### config.mk
export PLATFORM = sky130hd
export DESIGN_NAME = csi_slave
export DESIGN_NICKNAME = d
export VERILOG_FILES = /design/src/pkg/csi_pkg.sv /design/src/hw/csi_dac_adjust.sv /design/src/hw/csi_slave.sv
export SDC_FILE = /design/constraint.sdc
export NUM_CORES = 1
export LEC_CHECK = 0
export ABC_AREA = 0
export BUFFER_PORTS_ARGS = -buffer_cell sky130_fd_sc_hd__buf_2
export CORE_MARGIN = 8
export CORE_UTILIZATION = 40
export CTS_CLUSTER_SIZE = 30
export DETAILED_ROUTE_END_ITERATION = 16
export PLACE_DENSITY = 0.62
export REMOVE_ABC_BUFFERS = 1
export SLEW_MARGIN = 20
export SYNTH_ARGS = -nofsm -noshare
export SYNTH_HDL_FRONTEND = slang
export SYNTH_SLANG_ARGS = --single-unit
### constraint.sdc
create_clock -name clk_i -period 3 [get_ports clk_i]
set_input_delay 0.6 -clock clk_i [delete_from_list [all_inputs] [get_ports clk_i]]
set_output_delay 0.6 -clock clk_i [all_outputs]
set_load 0.005 [all_outputs]
### src/pkg/csi_pkg.sv
// constants, field layouts and types for the capacitance sensor serial slave
package csi_pkg;

  // 7-bit bus address; the full address byte is 0x90 for write and 0x91 for read
  localparam logic [6:0] CSI_DEV_ADDR     = 7'h48;
  localparam logic       CSI_DIR_WRITE    = 1'b0;

  // register pointer values
  localparam logic [7:0] CSI_PTR_RESET    = 8'h00;
  localparam logic [7:0] CSI_OFS_CH1_DAC  = 8'h11;
  localparam logic [7:0] CSI_OFS_CH2_DAC  = 8'h12;
  localparam logic [7:0] CSI_OFS_SERIAL0  = 8'h13;
  localparam logic [7:0] CSI_OFS_SERIAL1  = 8'h14;
  localparam logic [7:0] CSI_OFS_SERIAL2  = 8'h15;
  localparam logic [7:0] CSI_OFS_SERIAL3  = 8'h16;
  localparam logic [7:0] CSI_OFS_CHIP_IDENTIFICATION  = 8'h17;
  localparam logic [7:0] CSI_UNMAPPED_VAL = 8'h00;

  // offset dac register reset: enable and auto-adjust set, zero code
  localparam logic [7:0] CSI_DAC_RESET    = 8'hc0;
  localparam logic [5:0] CSI_DAC_CODE_MAX = 6'h3f;
  localparam logic [5:0] CSI_DAC_CODE_MIN = 6'h00;

  // bits per serial byte, ninth clock carries the acknowledge
  localparam logic [3:0] CSI_BYTE_BITS    = 4'h8;
  localparam int         CSI_CHANNELS     = 2;

  // offset dac control register: bit 7 enable, bit 6 auto-adjust, bits 5..0 code
  typedef struct packed {
    logic       offset_dac_enable;
    logic       offset_auto_adjust;
    logic [5:0] offset_dac_code;
  } csi_dac_type;

  typedef enum {
    CSI_IDLE,
    CSI_ADDR,
    CSI_ADDR_ACK,
    CSI_PTR,
    CSI_WR_ACK,
    CSI_WDATA,
    CSI_RDATA,
    CSI_RD_ACK
  } csi_state_type;

endpackage

### src/hw/csi_dac_adjust.sv
// automatic offset dac code adjustment for one channel
`timescale 1ns/1ps
`default_nettype none
module csi_dac_adjust
  import csi_pkg::*;
#(
  parameter int AVG_W = 16
) (
  input  wire logic [AVG_W-1:0] avg_i,
  input  wire logic             avg_valid_i,
  input  wire logic             adaptive_i,
  input  wire logic [5:0]       step_i,
  input  wire csi_dac_type      cur_i,
  output csi_dac_type           next_o,
  output logic                  change_o
);

  localparam logic [AVG_W-1:0] QUARTER    = AVG_W'(1) << (AVG_W - 2);
  localparam logic [AVG_W-1:0] THREE_QTR  = QUARTER + (QUARTER << 1);

  wire       active   = adaptive_i & cur_i.offset_auto_adjust & avg_valid_i;
  wire       go_up    = active & (avg_i > THREE_QTR);
  wire       go_down  = active & (avg_i < QUARTER);
  wire [6:0] sum      = {1'b0, cur_i.offset_dac_code} + {1'b0, step_i};
  wire       sat_hi   = sum > {1'b0, CSI_DAC_CODE_MAX};
  wire       sat_lo   = cur_i.offset_dac_code < step_i;
  wire [5:0] up_code  = sat_hi ? CSI_DAC_CODE_MAX : sum[5:0];
  wire [5:0] dn_code  = sat_lo ? CSI_DAC_CODE_MIN : cur_i.offset_dac_code - step_i;

  wire [5:0] next_code = go_up ? up_code : dn_code;

  // one driver for the whole word, enable and auto bits pass through
  assign change_o = go_up | go_down;
  assign next_o   = {cur_i.offset_dac_enable, cur_i.offset_auto_adjust, next_code};

endmodule
`default_nettype wire

### src/hw/csi_slave.sv
// two-wire serial slave with register pointer, offset dac and id registers
// Operation
// - start is sda falling while scl high; detect it and expect an address byte.
// - address byte is 7-bit address plus direction bit, msb first, eight bits shifted.
// - on address match pull sda low on ninth clock; else release and wait.
// - answer address byte 0x90 for write and 0x91 for read.
// - direction bit 0 makes a slave receiver, 1 a slave transmitter.
// - first write byte after address loads the register pointer and is acknowledged.
// - stop during a write returns to idle and clears pointer to 0x00.
// - each later write byte goes to pointed register, is acknowledged, pointer advances.
// - a repeated start is handled like a start, address re-received and matched.
// - a read drives the pointed register onto sda, then awaits master acknowledge.
// - master acknowledge advances the pointer and sends the next register's byte.
// - master not-acknowledge returns to idle and leaves the pointer unchanged.
// - the pointer itself is never readable; reads return pointed register contents.
// - reads at unmapped addresses keep supplying bytes until nack, start or stop.
// - stop ending a read resets the pointer to status address 0x00 (no status register here; 0x00 reads as unmapped, 0x00).
// - write to invalid address changes nothing but is still acknowledged.
// - bit 7 of each offset dac register enables that channel's dac.
// - auto-adjust steps dac code up above 3/4, down below 1/4 full range.
// - in fixed threshold mode automatic offset adjustment stays disabled.
// - both offset dac registers are read/write and reset to 0xc0.
// - 32-bit read-only serial number readable over four consecutive addresses.
// - 8-bit read-only chip identification code readable at its own address.
`timescale 1ns/1ps
`default_nettype none
module csi_slave
  import csi_pkg::*;
#(
  parameter int          AVG_W         = 16,
  parameter logic [31:0] SERIAL_NUMBER = 32'h1357_9bdf, // arbitrary value
  parameter logic [7:0]  CHIP_IDENTIFICATION       = 8'h5a          // arbitrary value
) (
  input  wire logic                            clk_i,
  input  wire logic                            srst_i,
  input  wire logic                            scl_i,
  input  wire logic                            sda_i,
  output logic                                 sda_o,
  output logic                                 sda_oe_n_o,
  input  wire logic                            adaptive_mode_i,
  input  wire logic [CSI_CHANNELS-1:0]         avg_valid_i,
  input  wire logic [CSI_CHANNELS-1:0][AVG_W-1:0] avg_i,
  input  wire logic [5:0]                      dac_step_i,
  output csi_dac_type                          ch1_dac_o,
  output csi_dac_type                          ch2_dac_o
);

  logic [1:0]        scl_sync;
  logic [1:0]        sda_sync;
  logic              scl_q;
  logic              sda_q;
  csi_state_type     state;
  logic [3:0]        bit_cnt;
  logic [7:0]        shift;
  logic [7:0]        ptr;
  logic [7:0]        tx;
  logic              dir_read;
  logic              mst_ack;
  logic              oe_n;
  csi_dac_type       dac [CSI_CHANNELS];
  csi_dac_type       adj_dac [CSI_CHANNELS];
  logic [CSI_CHANNELS-1:0] adj_chg;

  // byte supplied for a pointer value; the pointer itself has no address
  function automatic logic [7:0] read_reg(input logic [7:0]  a,
                                          input csi_dac_type d0,
                                          input csi_dac_type d1);
    case (a)
      CSI_OFS_CH1_DAC: read_reg = d0;
      CSI_OFS_CH2_DAC: read_reg = d1;
      CSI_OFS_SERIAL0: read_reg = SERIAL_NUMBER[31:24];
      CSI_OFS_SERIAL1: read_reg = SERIAL_NUMBER[23:16];
      CSI_OFS_SERIAL2: read_reg = SERIAL_NUMBER[15:8];
      CSI_OFS_SERIAL3: read_reg = SERIAL_NUMBER[7:0];
      CSI_OFS_CHIP_IDENTIFICATION: read_reg = CHIP_IDENTIFICATION;
      default:         read_reg = CSI_UNMAPPED_VAL;
    endcase
  endfunction

  // pin synchronisers and edge detection
  always_ff @(posedge clk_i) begin
    if (srst_i) begin
      scl_sync <= 2'h3;
      sda_sync <= 2'h3;
      scl_q    <= 1'b1;
      sda_q    <= 1'b1;
    end else begin
      scl_sync <= {scl_sync[0], scl_i};
      sda_sync <= {sda_sync[0], sda_i};
      scl_q    <= scl_sync[1];
      sda_q    <= sda_sync[1];
    end
  end

  wire       scl_s      = scl_sync[1];
  wire       sda_s      = sda_sync[1];
  wire       scl_rise   = scl_s & ~scl_q;
  wire       scl_fall   = ~scl_s & scl_q;
  wire       start_det  = scl_s & scl_q & sda_q & ~sda_s;
  wire       stop_det   = scl_s & scl_q & ~sda_q & sda_s;
  wire       byte_done  = bit_cnt == CSI_BYTE_BITS;
  wire       addr_match = shift[7:1] == CSI_DEV_ADDR;
  wire       recv_state = (state == CSI_ADDR) | (state == CSI_PTR) | (state == CSI_WDATA);
  wire       recv_end   = recv_state & scl_fall & byte_done;
  wire [7:0] next_ptr   = ptr + 8'h01;
  wire [7:0] rd_byte    = read_reg(ptr, dac[0], dac[1]);
  wire [7:0] rd_next    = read_reg(next_ptr, dac[0], dac[1]);
  wire       bus_wr     = recv_end & (state == CSI_WDATA);
  wire [CSI_CHANNELS-1:0] wr_ch = {bus_wr & (ptr == CSI_OFS_CH2_DAC),
                                   bus_wr & (ptr == CSI_OFS_CH1_DAC)};

  // serial protocol engine
  always_ff @(posedge clk_i) begin
    if (srst_i) begin
      state    <= CSI_IDLE;
      bit_cnt  <= 4'h0;
      shift    <= 8'h00;
      ptr      <= CSI_PTR_RESET;
      tx       <= 8'h00;
      dir_read <= 1'b0;
      mst_ack  <= 1'b0;
      oe_n     <= 1'b1;
    end else if (start_det) begin
      state   <= CSI_ADDR;
      bit_cnt <= 4'h0;
      oe_n    <= 1'b1;
    end else if (stop_det) begin
      state <= CSI_IDLE;
      ptr   <= CSI_PTR_RESET;
      oe_n  <= 1'b1;
    end else begin
      case (state)
        CSI_ADDR, CSI_PTR, CSI_WDATA: begin
          if (scl_rise) begin
            shift   <= {shift[6:0], sda_s};
            bit_cnt <= bit_cnt + 4'h1;
          end else if (recv_end) begin
            bit_cnt <= 4'h0;
            if (state == CSI_ADDR && !addr_match) begin
              state <= CSI_IDLE;
            end else begin
              oe_n <= 1'b0;
              if (state == CSI_ADDR) begin
                state    <= CSI_ADDR_ACK;
                dir_read <= shift[0] != CSI_DIR_WRITE;
              end else begin
                state <= CSI_WR_ACK;
              end
              if (state == CSI_PTR) begin
                ptr <= shift;
              end
              if (state == CSI_WDATA) begin
                ptr <= next_ptr;
              end
            end
          end
        end
        CSI_ADDR_ACK: begin
          if (scl_fall) begin
            if (dir_read) begin
              state <= CSI_RDATA;
              tx    <= rd_byte;
              oe_n  <= rd_byte[7];
            end else begin
              state <= CSI_PTR;
              oe_n  <= 1'b1;
            end
          end
        end
        CSI_WR_ACK: begin
          if (scl_fall) begin
            state <= CSI_WDATA;
            oe_n  <= 1'b1;
          end
        end
        CSI_RDATA: begin
          if (scl_rise) begin
            bit_cnt <= bit_cnt + 4'h1;
          end else if (scl_fall) begin
            if (byte_done) begin
              bit_cnt <= 4'h0;
              oe_n    <= 1'b1;
              state   <= CSI_RD_ACK;
            end else begin
              tx   <= {tx[6:0], 1'b0};
              oe_n <= tx[6];
            end
          end
        end
        CSI_RD_ACK: begin
          if (scl_rise) begin
            mst_ack <= ~sda_s;
          end else if (scl_fall) begin
            if (mst_ack) begin
              ptr   <= next_ptr;
              tx    <= rd_next;
              oe_n  <= rd_next[7];
              state <= CSI_RDATA;
            end else begin
              state <= CSI_IDLE;
            end
          end
        end
        CSI_IDLE: begin
          oe_n <= 1'b1;
        end
        default: begin
          state <= CSI_IDLE;
          oe_n  <= 1'b1;
        end
      endcase
    end
  end

  // automatic offset adjustment per channel
  for (genvar c = 0; c < CSI_CHANNELS; c++) begin : g_adj
    csi_dac_adjust #(
      .AVG_W (AVG_W)
    ) u_adj (
      .avg_i       (avg_i[c]),
      .avg_valid_i (avg_valid_i[c]),
      .adaptive_i  (adaptive_mode_i),
      .step_i      (dac_step_i),
      .cur_i       (dac[c]),
      .next_o      (adj_dac[c]),
      .change_o    (adj_chg[c])
    );
  end

  // offset dac registers, bus write takes priority over adjustment
  always_ff @(posedge clk_i) begin
    for (int c = 0; c < CSI_CHANNELS; c++) begin
      if (srst_i) begin
        dac[c] <= CSI_DAC_RESET;
      end else if (wr_ch[c]) begin
        dac[c] <= shift;
      end else if (adj_chg[c]) begin
        dac[c] <= adj_dac[c];
      end
    end
  end

  // open-drain pin: data fixed low, enable active low
  always_ff @(posedge clk_i) begin
    if (srst_i) begin
      sda_o      <= 1'b0;
      sda_oe_n_o <= 1'b1;
    end else begin
      sda_o      <= 1'b0;
      sda_oe_n_o <= oe_n;
    end
  end

  // enable and code fields go to the analog dac per channel
  assign ch1_dac_o = dac[0];
  assign ch2_dac_o = dac[1];
endmodule
`default_nettype wire

==> metrics <==
status finished clean; Pre-Repair DR Iteration Count 5; CP bufs+invs 0; Root Driver clkbuf_16; Sink Count between 50 and 60; RSZ-0062 raised after global routing false; DPL Wire Length 10.5 mm; Max clock buf depth 2; Core ar. 11800 µm²; Final Hold Viols 0; Stages on worst setup path 6; H-tree levels 2; Critical Path Sink Type flop; antenna cells 0; final instance area ~5200 µm²; Post-CTS Setup Bufs 0; # rows 40; Leak around 0.002 µW; ys flop type dfxtp_1; fin crit period ~2.7 ns; VDD IR max just over 0.2 mV; GR Overflow Total 0; DP Area around 5000 µm²; Seq/Total Area, Yosys 0.269; 1st-iter DRT viols 455; via count 4600; post-synth cell types 79; CTS tree built; setup_tns 0 ns; setup slack at placement between 0.15 and 0.2 ns; drt drc 0; Die ar. approximately 16000 µm²; async set-or-reset flop fraction in the synthesized netlist 0; die width between 100 and 150 µm; Hold Crit Class flop to flop; max cap viols 0; grt met2 use 0.276; CP Cell Sequence ha_1, a41oi_1, or3_1, a21oi_2, o21ai_0, a21oi_1; Max Slew Vio Count 0; first-pass GRT wire length about 22 mm; Min-Delay Endpoint sda_sync[1]; Post-Route WL 13.6 mm; PostCTS Resize Cnt 0; crit path DAT about 2.9 ns; Hold Crit Start sda_sync[0]; synth warn 0; crit path max-delay cell type dfxtp_1; Total GRT Usage 0.166; CP required 3.22 ns; Hold-fix buffers, CTS 0; startpoint type of the worst setup path flop; M3 GR Usage 0.0234; largest net degree at the start of global routing 29; Mapped Cells around 570; worst setup margin between 0.3 and 0.4 ns; io pins 63; CP delay by family, top compound AO/OA/AOI/OAI gates; syn_area_per_cell a little over 8 µm²; final worst-path cycle share 0.884; initial antenna violation count 0; Max-slew headroom 0.389; number of flops mapped to enable cells by yosys 16; Critical R2R Capture tx[0]; Power Density 320 nW/µm²; grt peak-use layer met2; fill count approximately 1.2k; layout cell share with drive strength beyond 1 0.163; Fmax 377 MHz; register bit count reported by yosys 56; vias in the first global route roughly 4.3k; worst r2r path cells 6; Slew @ Worst Pin 0.912 ns; synth-to-layout area growth 10.2%; CTS clk-pin slew, worst paths around 0.07 ns; WL per Instance between 15 and 20 µm; GR Util met1 0.226; CTS Buf Count 5; R2R Setup Slk 0.35 ns; vias per inst ~6; CP Class flop to flop; Die Height ~130 µm; Mapped Area between 4000 and 5000 µm²; Clock Skew about 0.010 ns; setup violators final 0; Worst-Skew Late Latency ~0.29 ns; hold depth 1; max incr delay on CP between 0.5 and 0.6 ns; RD Place Congestion between 0.9 and 1; Nets 701; ANT nets after route 0; PortBufs between 60 and 70; Starting Density 0.403; r2r startpoint ptr[1]; crit-path max FO 12
metal layers:
metal	up-vias	part of all wire	wire [µm]
li1	2217	-	-
met1	2197	0.46	6320
met2	174	0.47	6410
met3	12	0.054	738
met5	-	0	0
met4	0	0.0089	121
power by group:
group / switching, µW / internal [µW] / total [µW]
combinational: 171 / 126 / 297
clock: 255 / 310 / 565
sequential: 21.0 / 794 / 815
cell usage after synthesis, types with 5 or more instances:
master	number	area share
nor2_1	52	0.041
nand2_1	42	0.033
dfxtp_1	40	0.17
inv_1	36	0.028
ha_1	35	0.092
a21oi_1	29	0.031
o21ai_0	29	0.031
nor3_1	21	0.022
mux2i_1	17	0.036
nand3_1	17	0.018
edfxtp_1	16	0.10
clkbuf_1	13	0.010
a22oi_1	12	0.019
a31oi_1	11	0.014
a221oi_1	10	0.018
nor4_1	9	0.012
or3_1	9	0.012
buf_2	8	0.0084
nand4_1	8	0.011
a211oi_1	7	0.011
nor3b_1	7	0.011
or2_2	7	0.0092
buf_6	6	0.014
o21a_1	6	0.0095
o221a_2	6	0.014
o31ai_1	6	0.0095
and2_1	5	0.0066
and3_1	5	0.0066
and4_1	5	0.0092
nand2b_1	5	0.0066
nand3b_1	5	0.0079
flip-flops by register name, indices dropped and copies added (netlist names), 2 cells and up:
signal    cells
state         3
sda_sync      2
shift         8
scl_sync      2
bit_cnt       4
tx            7
ptr           8
dac          16
cells in the final DEF (no fill, tap or decap), types with 5 or more instances in the layout:
master,synthesis,routed
a211oi_1,7,7
a21oi_1,29,29
a221oi_1,10,10
a22oi_1,12,12
a31oi_1,11,11
and2_1,5,5
and3_1,5,5
and4_1,5,5
buf_2,8,61
buf_4,2,10
clkbuf_16,0,5
dfxtp_1,40,40
edfxtp_1,16,16
ha_1,35,35
inv_1,36,36
mux2i_1,17,17
nand2_1,42,42
nand2b_1,5,5
nand3_1,17,17
nand3b_1,5,5
nand4_1,8,8
nor2_1,52,52
nor3_1,21,21
nor3b_1,7,7
nor4_1,9,9
o21a_1,6,6
o21ai_0,29,29
o221a_2,6,6
o31ai_1,6,6
or2_2,7,7
or3_1,9,9
how the worst max path moves through the flow:
stage | from | to | slack (ns)
2_1_floorplan | dac_step_i[0] | dac[1][4] | 0.49
3_3_place_gp | dac_step_i[0] | dac[1][5] | 0.23
3_5_place_dp | dac_step_i[0] | dac[1][4] | 0.19
4_1_cts | ptr[0] | tx[0] | 0.42
5_1_grt | ptr[0] | tx[0] | 0.15
6_report | ptr[1] | tx[0] | 0.35
cell families (layout without fill, tap and decap cells):
| kind of cell | count (synthesis) | count (layout) | share of synthesized area |
|---|---|---|---|
| other | 1 | 1 | 0.000789 |
| multiplexers | 17 | 17 | 0.0358 |
| flip-flops | 56 | 56 | 0.269 |
| adder cells (fa/ha/maj) | 39 | 39 | 0.109 |
| AND/OR/NAND/NOR | 220 | 220 | 0.252 |
| AO/OA/AOI/OAI | 163 | 163 | 0.246 |
| buffers and inverters | 69 | 115 | 0.0739 |
| XOR/XNOR | 7 | 7 | 0.0129 |
per-stage QoR:
stage | power, µW | instances | hold slack (ns) | util
final | 1680 | 765 | 0.404 | 0.444
after global routing | 1750 | 765 | 0.420 | 0.444
after CTS | 1690 | 765 | 0.408 | 0.444
after detailed placement | 1120 | 757 | 0.393 | 0.432
after global placement | 1120 | 757 | 0.393 | 0.432
after floorplan | 1010 | 539 | 0.389 | -
cell type report:
| class | instances | area (µm²) | share of cell area |
|---|---|---|---|
| Sequential cell | 56 | 1280 | 0.245 |
| Clock buffer | 7 | 133 | 0.0253 |
| Timing Repair Buffer | 71 | 380 | 0.0726 |
| Inverter | 36 | 135 | 0.0258 |
| Tap cell | 147 | 184 | 0.0351 |
| Clock inverter | 1 | 5.00 | 0.000955 |
| Multi-Input combinational cell | 447 | 3120 | 0.596 |
No activity file was read; power rests on OpenSTA's default activity.
